<file path="src/pca_pkg.sv">
// shared constants and types of the projector control arbiter
package pca_pkg;
    localparam logic [7:0] PCA_OFF_CTRL = 8'h00;
    localparam logic [7:0] PCA_OFF_CMD = 8'h04;
    localparam logic [7:0] PCA_OFF_STATUS = 8'h08;
    localparam logic [7:0] PCA_OFF_SAVED = 8'h0C;
    localparam logic [1:0] PCA_RESP_OKAY = 2'h0;
    localparam logic [1:0] PCA_RESP_SLVERR = 2'h2;
    localparam logic [1:0] PCA_STD_AUTO = 2'h0;
    localparam logic [1:0] PCA_STD_NTSC = 2'h1;
    localparam logic [1:0] PCA_STD_PAL = 2'h2;
    localparam logic [7:0] PCA_ID_BASE = 8'h11;
    localparam logic [2:0] PCA_WB_USER_COUNT = 3'h4;
    localparam logic [2:0] PCA_WB_FACTORY_BASE = 3'h4;
    localparam logic [7:0] PCA_CHR_STAR = 8'h2A;
    localparam logic [7:0] PCA_CHR_ZERO = 8'h30;
    localparam logic [7:0] PCA_CHR_NINE = 8'h39;
    localparam logic [7:0] PCA_CHR_UP_A = 8'h41;
    localparam logic [7:0] PCA_CHR_UP_F = 8'h46;
    localparam logic [7:0] PCA_CHR_LO_A = 8'h61;
    localparam logic [7:0] PCA_CHR_LO_F = 8'h66;
    localparam logic [7:0] PCA_CHR_CASE = 8'h20;
    localparam logic [7:0] PCA_CHR_HEX_OFS = 8'h57;

    typedef enum logic [3:0] {
        PCA_OP_NONE, PCA_OP_ENTER_ADJ, PCA_OP_EXIT_ADJ, PCA_OP_POWER_OFF,
        PCA_OP_ID_SET, PCA_OP_ID_CLEAR, PCA_OP_CM1, PCA_OP_CM2,
        PCA_OP_SEL_INPUT, PCA_OP_ID_SELECT, PCA_OP_ADJUST
    } pca_op_t;

    typedef enum logic [1:0] {PCA_SRC_NONE, PCA_SRC_HOST, PCA_SRC_REMOTE, PCA_SRC_REAR} pca_src_t;

    typedef struct packed {
        logic reexpose;
        logic factory_wb;
        logic [2:0] input_sel;
        logic [1:0] conv_mem;
        logic [2:0] baud;
        logic video_mute;
        logic bright_link;
        logic periph_light;
        logic colour_mode;
        logic [1:0] std_sel;
    } pca_settings_t;
    localparam pca_settings_t PCA_SETTINGS_RESET = 16'h0000;

    typedef struct packed {
        logic [4:0] rsv_hi;
        logic [2:0] arg;
        logic [7:0] c_lo;
        logic [7:0] c_hi;
        logic [2:0] rsv_lo;
        logic id_present;
        logic [3:0] op;
    } pca_cmd_t;

    typedef struct packed {
        logic [12:0] rsv;
        logic [2:0] input_sel;
        logic [7:0] id;
        logic [2:0] wb_sel;
        logic id_valid;
        logic standby;
        logic [1:0] owner;
        logic pal_mode;
    } pca_status_t;
endpackage

</file>
<file path="src/pca_arbiter.sv">
// projector control arbiter: standard select, white balance, ownership, ids
//
// Design decisions made here: the register addresses and the AXI4-Lite interface to the registers.
`timescale 1ns/100ps
module pca_arbiter
    import pca_pkg::*;
#(
    parameter logic [1:0] UNIT_INDEX = 2'h0
) (
    input wire logic clk_sys,
    input wire logic rst_n,
    input wire logic s_axi_awvalid,
    output logic s_axi_awready,
    input wire logic [7:0] s_axi_awaddr,
    input wire logic s_axi_wvalid,
    output logic s_axi_wready,
    input wire logic [31:0] s_axi_wdata,
    input wire logic [3:0] s_axi_wstrb,
    output logic s_axi_bvalid,
    input wire logic s_axi_bready,
    output logic [1:0] s_axi_bresp,
    input wire logic s_axi_arvalid,
    output logic s_axi_arready,
    input wire logic [7:0] s_axi_araddr,
    output logic s_axi_rvalid,
    input wire logic s_axi_rready,
    output logic [31:0] s_axi_rdata,
    output logic [1:0] s_axi_rresp,
    input wire logic signal_is_pal,
    input wire logic discharge_upset,
    input wire logic remote_strobe,
    input wire logic [3:0] remote_key,
    input wire logic [15:0] remote_id,
    input wire logic rear_strobe,
    input wire logic [3:0] rear_op,
    output logic pal_mode,
    output logic [2:0] wb_sel,
    output logic [1:0] adjust_owner,
    output logic adjust_apply,
    output logic standby,
    output logic link_forward_en,
    output logic nvm_save,
    output logic [2:0] active_input
);
    localparam logic [7:0] ID_RESET = PCA_ID_BASE + {6'h00, UNIT_INDEX};

    // pins
    logic [27:0] pin_s;
    pca_sync #(.W(28)) u_sync (
        .clk_sys(clk_sys),
        .rst_n(rst_n),
        .d({signal_is_pal, discharge_upset, remote_strobe, remote_key, remote_id, rear_strobe, rear_op}),
        .q(pin_s)
    );
    wire sig_pal_s = pin_s[27];
    wire dis_s = pin_s[26];
    wire rem_s = pin_s[25];
    wire [3:0] rem_key_s = pin_s[24:21];
    wire [15:0] rem_id_s = pin_s[20:5];
    wire rear_s = pin_s[4];
    wire [3:0] rear_op_s = pin_s[3:0];

    logic dis_prev_reg, rem_prev_reg, rear_prev_reg;
    pca_settings_t settings_reg, settings_next, saved_reg;
    pca_src_t owner_reg;
    logic [7:0] id_reg;
    logic id_valid_reg, standby_reg, pal_mode_reg, nvm_save_reg, adjust_apply_reg, link_fwd_reg;
    logic [2:0] wb_sel_reg;
    logic host_pend_reg;
    pca_cmd_t host_cmd_reg;

    // bus slave state
    logic aw_hold_reg, w_hold_reg, awready_reg, wready_reg, bvalid_reg, arready_reg, rvalid_reg;
    logic [7:0] aw_addr_reg;
    logic [31:0] w_data_reg, rdata_reg;
    logic [3:0] w_strb_reg;
    logic [1:0] bresp_reg, rresp_reg;

    wire aw_fire = s_axi_awvalid && awready_reg;
    wire w_fire = s_axi_wvalid && wready_reg;
    wire ar_fire = s_axi_arvalid && arready_reg;
    wire wr_commit = aw_hold_reg && w_hold_reg && !bvalid_reg;
    wire aw_hold_next = wr_commit ? 1'b0 : (aw_fire ? 1'b1 : aw_hold_reg);
    wire w_hold_next = wr_commit ? 1'b0 : (w_fire ? 1'b1 : w_hold_reg);
    wire rvalid_next = ar_fire ? 1'b1 : (s_axi_rready ? 1'b0 : rvalid_reg);
    wire wr_ctrl = wr_commit && aw_addr_reg == PCA_OFF_CTRL;
    wire wr_cmd = wr_commit && aw_addr_reg == PCA_OFF_CMD;
    wire wr_mapped = aw_addr_reg == PCA_OFF_CTRL || aw_addr_reg == PCA_OFF_CMD
        || aw_addr_reg == PCA_OFF_STATUS || aw_addr_reg == PCA_OFF_SAVED;
    wire rd_mapped = s_axi_araddr == PCA_OFF_CTRL || s_axi_araddr == PCA_OFF_CMD
        || s_axi_araddr == PCA_OFF_STATUS || s_axi_araddr == PCA_OFF_SAVED;
    wire [31:0] wmask = {{8{w_strb_reg[3]}}, {8{w_strb_reg[2]}}, {8{w_strb_reg[1]}}, {8{w_strb_reg[0]}}};
    wire [15:0] ctrl_wr_val = (settings_reg & ~wmask[15:0]) | (w_data_reg[15:0] & wmask[15:0]);

    pca_status_t status_w;
    assign status_w = '{rsv: 13'h0000, input_sel: settings_reg.input_sel, id: id_reg, wb_sel: wb_sel_reg,
        id_valid: id_valid_reg, standby: standby_reg, owner: owner_reg, pal_mode: pal_mode_reg};
    wire [31:0] rd_data = (s_axi_araddr == PCA_OFF_CTRL) ? {16'h0000, settings_reg}
        : (s_axi_araddr == PCA_OFF_STATUS) ? status_w
        : (s_axi_araddr == PCA_OFF_SAVED) ? {16'h0000, saved_reg} : 32'h0000_0000;

    // event selection: rear panel first, then host, then remote
    wire rear_ev = rear_s && !rear_prev_reg;
    wire rem_ev = rem_s && !rem_prev_reg;
    wire dis_ev = dis_s && !dis_prev_reg;
    wire host_sel = host_pend_reg && !rear_ev;
    wire rem_sel = rem_ev && !rear_ev && !host_pend_reg;
    wire ev_valid = rear_ev || host_sel || rem_sel;
    wire pca_src_t ev_src = rear_ev ? PCA_SRC_REAR : (host_sel ? PCA_SRC_HOST : PCA_SRC_REMOTE);
    wire [3:0] ev_op_raw = rear_ev ? rear_op_s : (host_sel ? host_cmd_reg.op : rem_key_s);
    wire pca_op_t ev_op = pca_op_t'(ev_op_raw);
    wire ev_idp = host_sel && host_cmd_reg.id_present;
    wire [7:0] ev_c_hi = host_sel ? host_cmd_reg.c_hi : rem_id_s[15:8];
    wire [7:0] ev_c_lo = host_sel ? host_cmd_reg.c_lo : rem_id_s[7:0];
    wire [2:0] ev_arg = host_sel ? host_cmd_reg.arg : settings_reg.input_sel + 3'h1;

    logic m_hit, m_set_ok;
    logic [7:0] m_set_val;
    pca_id_match u_match (
        .own_id(id_reg),
        .c_hi(ev_c_hi),
        .c_lo(ev_c_lo),
        .hit(m_hit),
        .set_ok(m_set_ok),
        .set_val(m_set_val)
    );

    // filtering of the selected event
    wire id_ok = !ev_idp || (id_valid_reg && m_hit);
    wire stby_ok = ev_src != PCA_SRC_REMOTE || !standby_reg || ev_op == PCA_OP_POWER_OFF
        || ev_op == PCA_OP_CM1 || ev_op == PCA_OP_CM2 || ev_op == PCA_OP_EXIT_ADJ
        || ev_op == PCA_OP_ID_SELECT;
    wire adj_ok = ev_op != PCA_OP_ADJUST || owner_reg == ev_src;
    wire set_go = !id_valid_reg && m_set_ok;
    wire clr_go = id_valid_reg && m_hit;
    wire op_ok = (ev_op == PCA_OP_ID_SET) ? set_go : (ev_op == PCA_OP_ID_CLEAR) ? clr_go
        : (ev_op == PCA_OP_ID_SELECT) ? 1'b1 : id_ok;
    wire ev_go = ev_valid && stby_ok && adj_ok && op_ok;
    wire own_exit = ev_go && ev_op == PCA_OP_EXIT_ADJ && owner_reg == ev_src;
    wire rear_kick = rear_ev && owner_reg != PCA_SRC_NONE;
    // mains loss saves nothing, so only these paths commit settings
    wire save_now = (ev_go && ev_op == PCA_OP_POWER_OFF) || own_exit || rear_kick;
    wire sel_hit = id_valid_reg && m_hit;

    always_comb begin
        settings_next = settings_reg;
        if (wr_ctrl) begin
            settings_next = pca_settings_t'(ctrl_wr_val);
        end
        if (ev_go) begin
            case (ev_op)
                PCA_OP_CM1: settings_next.colour_mode = 1'b0;
                PCA_OP_CM2: settings_next.colour_mode = 1'b1;
                PCA_OP_SEL_INPUT: settings_next.input_sel = ev_arg;
                default: ;
            endcase
        end
        // upset wins: input snaps back to the last committed value
        if (dis_ev) begin
            settings_next.input_sel = saved_reg.input_sel;
        end
    end

    // standard select is re-evaluated every cycle, no power cycle needed
    wire std_pal = (settings_reg.std_sel == PCA_STD_AUTO) ? sig_pal_s
        : (settings_reg.std_sel == PCA_STD_PAL);
    // user memories 0..3 by colour mode and input, factory 4..5 fixed
    wire [2:0] wb_user = {1'b0, settings_reg.colour_mode, settings_reg.input_sel[0]};
    wire [2:0] wb_fact = PCA_WB_FACTORY_BASE + {2'b00, settings_reg.reexpose};
    wire [2:0] wb_next = settings_reg.factory_wb ? wb_fact : wb_user;

    always_ff @(posedge clk_sys or negedge rst_n) begin
        if (!rst_n) begin
            dis_prev_reg <= 1'b0;
            rem_prev_reg <= 1'b0;
            rear_prev_reg <= 1'b0;
            pal_mode_reg <= 1'b0;
            wb_sel_reg <= 3'h0;
        end else begin
            dis_prev_reg <= dis_s;
            rem_prev_reg <= rem_s;
            rear_prev_reg <= rear_s;
            pal_mode_reg <= std_pal;
            wb_sel_reg <= wb_next;
        end
    end

    always_ff @(posedge clk_sys or negedge rst_n) begin
        if (!rst_n) begin
            settings_reg <= PCA_SETTINGS_RESET;
            saved_reg <= PCA_SETTINGS_RESET;
            nvm_save_reg <= 1'b0;
        end else begin
            settings_reg <= settings_next;
            nvm_save_reg <= save_now;
            if (save_now) begin
                saved_reg <= settings_reg;
            end
        end
    end

    // host command mailbox; a new write wins over the take
    always_ff @(posedge clk_sys or negedge rst_n) begin
        if (!rst_n) begin
            host_pend_reg <= 1'b0;
            host_cmd_reg <= 32'h0000_0000;
        end else if (wr_cmd) begin
            host_pend_reg <= 1'b1;
            host_cmd_reg <= w_data_reg;
        end else if (host_sel) begin
            host_pend_reg <= 1'b0;
        end
    end

    always_ff @(posedge clk_sys or negedge rst_n) begin
        if (!rst_n) begin
            owner_reg <= PCA_SRC_NONE;
            adjust_apply_reg <= 1'b0;
        end else begin
            adjust_apply_reg <= ev_go && ev_op == PCA_OP_ADJUST;
            if (rear_ev) begin
                owner_reg <= PCA_SRC_NONE;
            end else if (ev_go && ev_op == PCA_OP_ENTER_ADJ) begin
                owner_reg <= ev_src;
            end else if (own_exit || (ev_go && ev_op == PCA_OP_POWER_OFF)) begin
                owner_reg <= PCA_SRC_NONE;
            end
        end
    end

    always_ff @(posedge clk_sys or negedge rst_n) begin
        if (!rst_n) begin
            id_reg <= ID_RESET;
            id_valid_reg <= 1'b1;
            link_fwd_reg <= 1'b1;
            standby_reg <= 1'b0;
        end else begin
            if (ev_go && ev_op == PCA_OP_ID_SET) begin
                id_reg <= m_set_val;
                id_valid_reg <= 1'b1;
                link_fwd_reg <= 1'b1;
            end else if (ev_go && ev_op == PCA_OP_ID_CLEAR) begin
                id_valid_reg <= 1'b0;
                link_fwd_reg <= 1'b0;
            end
            if (ev_go && ev_op == PCA_OP_ID_SELECT) begin
                standby_reg <= !sel_hit;
            end
        end
    end

    always_ff @(posedge clk_sys or negedge rst_n) begin
        if (!rst_n) begin
            aw_hold_reg <= 1'b0;
            w_hold_reg <= 1'b0;
            awready_reg <= 1'b0;
            wready_reg <= 1'b0;
            aw_addr_reg <= 8'h00;
            w_data_reg <= 32'h0000_0000;
            w_strb_reg <= 4'h0;
            bvalid_reg <= 1'b0;
            bresp_reg <= PCA_RESP_OKAY;
        end else begin
            aw_hold_reg <= aw_hold_next;
            w_hold_reg <= w_hold_next;
            awready_reg <= !aw_hold_next;
            wready_reg <= !w_hold_next;
            if (aw_fire) begin
                aw_addr_reg <= s_axi_awaddr;
            end
            if (w_fire) begin
                w_data_reg <= s_axi_wdata;
                w_strb_reg <= s_axi_wstrb;
            end
            if (wr_commit) begin
                bvalid_reg <= 1'b1;
                bresp_reg <= wr_mapped ? PCA_RESP_OKAY : PCA_RESP_SLVERR;
            end else if (s_axi_bready) begin
                bvalid_reg <= 1'b0;
            end
        end
    end

    always_ff @(posedge clk_sys or negedge rst_n) begin
        if (!rst_n) begin
            arready_reg <= 1'b0;
            rvalid_reg <= 1'b0;
            rdata_reg <= 32'h0000_0000;
            rresp_reg <= PCA_RESP_OKAY;
        end else begin
            rvalid_reg <= rvalid_next;
            arready_reg <= !rvalid_next;
            if (ar_fire) begin
                rdata_reg <= rd_data;
                rresp_reg <= rd_mapped ? PCA_RESP_OKAY : PCA_RESP_SLVERR;
            end
        end
    end

    assign s_axi_awready = awready_reg;
    assign s_axi_wready = wready_reg;
    assign s_axi_bvalid = bvalid_reg;
    assign s_axi_bresp = bresp_reg;
    assign s_axi_arready = arready_reg;
    assign s_axi_rvalid = rvalid_reg;
    assign s_axi_rdata = rdata_reg;
    assign s_axi_rresp = rresp_reg;
    assign pal_mode = pal_mode_reg;
    assign wb_sel = wb_sel_reg;
    assign adjust_owner = owner_reg;
    assign adjust_apply = adjust_apply_reg;
    assign standby = standby_reg;
    assign link_forward_en = link_fwd_reg;
    assign nvm_save = nvm_save_reg;
    assign active_input = settings_reg.input_sel;
endmodule // pca_arbiter

</file>
<file path="src/pca_sync.sv">
// two-stage synchroniser for the pin inputs
`timescale 1ns/100ps
module pca_sync #(
    parameter int unsigned W = 1
) (
    input wire logic clk_sys,
    input wire logic rst_n,
    input wire logic [W-1:0] d,
    output logic [W-1:0] q
);
    logic [W-1:0] meta_reg;

    always_ff @(posedge clk_sys or negedge rst_n) begin
        if (!rst_n) begin
            meta_reg <= '0;
            q <= '0;
        end else begin
            meta_reg <= d;
            q <= meta_reg;
        end
    end
endmodule // pca_sync

</file>
<file path="src/pca_id_match.sv">
// two-digit identifier decode and compare with wildcard
`timescale 1ns/100ps
module pca_id_match
    import pca_pkg::*;
(
    input wire logic [7:0] own_id,
    input wire logic [7:0] c_hi,
    input wire logic [7:0] c_lo,
    output logic hit,
    output logic set_ok,
    output logic [7:0] set_val
);
    logic [1:0] legal;
    logic [1:0] wild;
    logic [1:0] eq;

    genvar d;
    generate
        for (d = 0; d < 2; d++) begin : g_digit
            wire [7:0] ch = (d == 1) ? c_hi : c_lo;
            wire is_dig = (ch >= PCA_CHR_ZERO) && (ch <= PCA_CHR_NINE);
            wire is_up = (ch >= PCA_CHR_UP_A) && (ch <= PCA_CHR_UP_F);
            wire is_lo = (ch >= PCA_CHR_LO_A) && (ch <= PCA_CHR_LO_F);
            // fold case so that A-F and a-f decode alike
            wire [7:0] folded = is_up ? (ch | PCA_CHR_CASE) : ch;
            wire [7:0] dig8 = ch - PCA_CHR_ZERO;
            wire [7:0] hex8 = folded - PCA_CHR_HEX_OFS;
            wire [3:0] nib = is_dig ? dig8[3:0] : hex8[3:0];
            assign wild[d] = (ch == PCA_CHR_STAR);
            assign legal[d] = is_dig || is_up || is_lo;
            assign eq[d] = wild[d] || (legal[d] && nib == own_id[4*d +: 4]);
            assign set_val[4*d +: 4] = nib;
        end
    endgenerate

    assign hit = eq[0] && eq[1];
    assign set_ok = legal[0] && legal[1];
endmodule // pca_id_match

</file>
<file path="config.mk">
export PLATFORM = sky130hd
export DESIGN_NAME = pca_arbiter
export DESIGN_NICKNAME = d
export VERILOG_FILES = /design/src/pca_pkg.sv /design/src/pca_arbiter.sv /design/src/pca_sync.sv /design/src/pca_id_match.sv
export SDC_FILE = /design/constraint.sdc
export NUM_CORES = 1
export LEC_CHECK = 0
export ABC_AREA = 1
export ABC_CLOCK_PERIOD_IN_PS = 3150
export BUFFER_PORTS_ARGS = -buffer_cell sky130_fd_sc_hd__buf_2
export CORE_UTILIZATION = 48
export DETAILED_ROUTE_END_ITERATION = 10
export PLACE_DENSITY_LB_ADDON = 0.1
export SKIP_LAST_GASP = 1
export SLEW_MARGIN = 5
export SYNTH_ARGS = -nofsm -noshare
export SYNTH_HDL_FRONTEND = slang
export SYNTH_SLANG_ARGS = --single-unit
export TNS_END_PERCENT = 10
</file>
<file path="constraint.sdc">
create_clock -name clk_sys -period 3.15 [get_ports clk_sys]
set_input_delay 0.1575 -clock clk_sys [delete_from_list [all_inputs] [get_ports clk_sys]]
set_output_delay 0.1575 -clock clk_sys [all_outputs]
set_load 0.05 [all_outputs]
</file>
==> metrics <==
# IOs=141; Syn. warnings=0; fraction of layout cells with a size suffix above 1=0.2345; clock insertion delay at the later pin of the skew report=around 0.43 ns; Area contributors post-synth=sky130_fd_sc_hd__dfrtp_1 (57%), sky130_fd_sc_hd__nand2_1 (11%), sky130_fd_sc_hd__o21ai_0 (5.9%); met2 Resource Use GR=0.3438; CP bufs+invs=3; most numerous cell on the critical path=sky130_fd_sc_hd__nand2_1; via count of the first global-routing pass=6251; category of the critical setup timing path=flip-flop to flip-flop; reported max-cap violation count=0; cell type of the slowest stage on the worst timing path=sky130_fd_sc_hd__dfrtp_1; die footprint=0.01842 mm^2; CP Max Fanout=16; half-perimeter wire length after detailed placement=roughly 13000 um; Area growth, synth to finish=30.64%; filler cell count in the final layout=1480; maximum vdd drop=between 500 and 600 uV; nets=1264; share of Yosys cell area claimed by the top area cell type=0.5714; hold violation total from the final report=0; average wire length per cell after detail routing=14.36 um; Routed Wire Length=just over 20000 um; post-detailed-route count of antenna-violating nets=0; Congestion Overflow GR=0; pin count of the biggest net entering global routing=74; placed instance area=0.009578 mm^2; flip-flop and latch count after synthesis=199; number of vias in the routed layout=6894; predominant post-synthesis flop cell=sky130_fd_sc_hd__dfrtp_1; terminating pin of the worst hold path=s_axi_rresp[1]; cell count after placement=1294; DIE HEIGHT=135.7 um; fin crit share=0.9477; starting density of the core=0.4945; number of setup violations in the final report=0; cell depth of the worst min-delay path=3; count of antenna diodes in the layout=0; clock tree skew after final layout=0.01458 ns; routability-driven placement congestion ratio=0.9036; P per Cell Area=a little under 800 mW/mm^2; number of enable flip-flop cells after synthesis=0; crit start category=flip-flop; Top delay family on crit path=simple AND/OR/NAND/NOR gates; slack of the worst reg-to-reg path=0.16 ns; static power due to leakage=5.559 nW; number of distinct standard cells referenced by the synthesized netlist=39; number of remaining DRC errors=0; netlist area before placement=0.008583 mm^2; worst reg-to-reg path cell count=23; Clock Tree Buf Depth=2; fraction of registers with async set/reset=1.000; worst slew margin relative to its limit=0.4867; dominant cell type by area after synthesis=sky130_fd_sc_hd__dfrtp_1; type of the tightest min-delay check=input port to flip-flop; data required time at the worst endpoint=~3.5 ns; H-tree levels=4; final critical delay including setup and external delays=2.985 ns; met3 track utilization from global routing=0.04227; Tightest Pin Transition=0.7680 ns; status=finished, final reports clean; detailed router's first-iteration violation count=slightly below 400; Buffers on Ports=about 120; startpoint of the worst hold path=s_axi_araddr[6]; slowest cell delay on critical path=0.40 ns; FF-to-FF End=saved_reg[4]; clock slew seen by the registers of the worst setup and hold paths=about 0.070 ns; Die W=135.7 um; TritonCTS clock tree=built; met1 Resource Use GR=0.3241; TritonCTS Buffers=17; cell count after synthesis=about 940; TritonRoute pass-1 iters=4; core region area=~0.017 mm^2; mean instance size in the synthesized netlist=9.112 um^2; final-layout worst hold slack=0.02668 ns; antenna violations before repair=0; Most Used Layer, Global Route=met2; final std cell area, no fill=0.01121 mm^2; non-filler instance count after layout=1406; Setup TNS Final=0 ns; fraction of the yosys area taken by sequential cells=0.5806; overall track demand over capacity in global routing=0.2241; wire length of the first global-routing pass=31500 um; Final Util=0.6461; number of cell rows=48; Crit Reg-Reg Startpoint=rear_prev_reg; final count of pins violating max slew=0; CP arrival=3.31 ns; nature of the critical path endpoint=flip-flop; Clock Sinks=about 200; chain of cells forming the critical path=inv_4, nand2_8, nand2_8, nand2_1, nand2_1, inv_1, ha_1, or2_2, nand3_1, nand2_4, nand2_4, nand2_1, a21oi_1, nor2_1, nand3_1, nand2_2, nand3_4, nand2_4, nand3_4, nand2_8, clkbuf_16, nand2_1, o21ai_0; routed vias/inst=4.903; maximum clock frequency=roughly 330 MHz; master cell of the clock root buffer=sky130_fd_sc_hd__clkbuf_16
[placed cells by master (no fill, tap or decap), types with 16 or more instances in the layout]
cell type,n
sky130_fd_sc_hd__a21oi_1,24
sky130_fd_sc_hd__o22ai_1,16
sky130_fd_sc_hd__dlygate4sd3_1,68
sky130_fd_sc_hd__buf_2,117
sky130_fd_sc_hd__inv_1,101
sky130_fd_sc_hd__nand3_1,47
sky130_fd_sc_hd__dfrtp_1,194
sky130_fd_sc_hd__o21ai_0,98
sky130_fd_sc_hd__nor2_1,32
sky130_fd_sc_hd__nand2_2,21
sky130_fd_sc_hd__clkbuf_16,20
sky130_fd_sc_hd__buf_4,44
sky130_fd_sc_hd__nand2_1,245
[metal layers]
metal  vias to the layer above  routed length (um)
li1                       3450                   -
met1                      3266                9749
met2                       164                9437
met3                        14                 768
met4                         0                 242
met5                         -                   0
[logic make-up after synthesis]
kind of cell | after synthesis | synth area share
AOI/OAI and AO/OA | 160 | 0.1015
xor gates and xnor gates | 4 | 0.004082
DFF | 199 | 0.5806
and+or+nand+nor | 404 | 0.2103
muxes | 6 | 0.007434
adders and majority gates | 9 | 0.01312
buffers and inverters | 159 | 0.08251
other | 1 | 0.0004369
[final cells by class]
| class | instances | area [um^2] | area share |
|---|---|---|---|
| clock buffers | 19 | 442.9 | 0.03950 |
| clock inverters | 13 | 190.2 | 0.01696 |
| inverters | 113 | 429.2 | 0.03827 |
| multi-input cells | 599 | 3107 | 0.2771 |
| flip-flops and latches | 199 | 4986 | 0.4447 |
| well taps | 225 | 281.5 | 0.02511 |
| repair buffers | 238 | 1777 | 0.1584 |
[synth_stat cells (4+ instances only)]
cell type / count
sky130_fd_sc_hd__nand3_1: 51
sky130_fd_sc_hd__nand3b_1: 9
sky130_fd_sc_hd__o21ai_0: 101
sky130_fd_sc_hd__inv_2: 8
sky130_fd_sc_hd__nand2_2: 15
sky130_fd_sc_hd__buf_4: 23
sky130_fd_sc_hd__o21ai_1: 7
sky130_fd_sc_hd__nand2_4: 4
sky130_fd_sc_hd__a21oi_1: 24
sky130_fd_sc_hd__inv_1: 103
sky130_fd_sc_hd__dfrtp_1: 196
sky130_fd_sc_hd__o21ai_2: 4
sky130_fd_sc_hd__nand2_1: 256
sky130_fd_sc_hd__nor2_1: 34
sky130_fd_sc_hd__nand4_1: 14
sky130_fd_sc_hd__nor3_1: 5
sky130_fd_sc_hd__clkbuf_1: 18
sky130_fd_sc_hd__nand3_2: 5
sky130_fd_sc_hd__ha_1: 9
sky130_fd_sc_hd__o22ai_1: 16
[tightest hold or removal path: stages]
cell and delay [ns]:
sky130_fd_sc_hd__buf_2 0.08, sky130_fd_sc_hd__nor4_1 0.06, sky130_fd_sc_hd__a31oi_1 0.12
[power breakdown]
| group | switching (mW) | total, mW | internal [mW] |
|---|---|---|---|
| Combinational | 1.71 | 2.63 | 0.924 |
| Sequential | 0.408 | 3.66 | 3.25 |
| Clock | 0.972 | 2.34 | 1.36 |
| Total | 3.09 | 8.63 | 5.54 |
[repair_timing]
item	4_1_cts	5_1_grt
hold endpoints to repair	135	0
buffers inserted	0	8
gates resized for setup	0	43
endpoints found under the setup margin	0	34
hold buffers	68	0
[per-stage QoR]
step                total power [mW]  setup WS [ns]
finish                         8.628         0.1647
global route                   9.168       -0.04150
CTS                            8.525        0.07173
detailed placement             6.103        0.08419
global placement               6.043         0.1608
floorplan                      5.311         0.1647
[how the worst max path moves through the flow]
stage | from | endpoint | cells after the start | slack (ns)
floorplan | rear_prev_reg | id_reg[2] | 26 | 0.16
global route | rear_prev_reg | saved_reg[4] | 24 | -0.04
CTS | host_pend_reg | saved_reg[1] | 23 | 0.07
detailed placement | host_pend_reg | saved_reg[13] | 22 | 0.08
global placement | host_pend_reg | saved_reg[13] | 22 | 0.16
finish | rear_prev_reg | saved_reg[4] | 23 | 0.16
No activity file was read; power rests on OpenSTA's default activity.
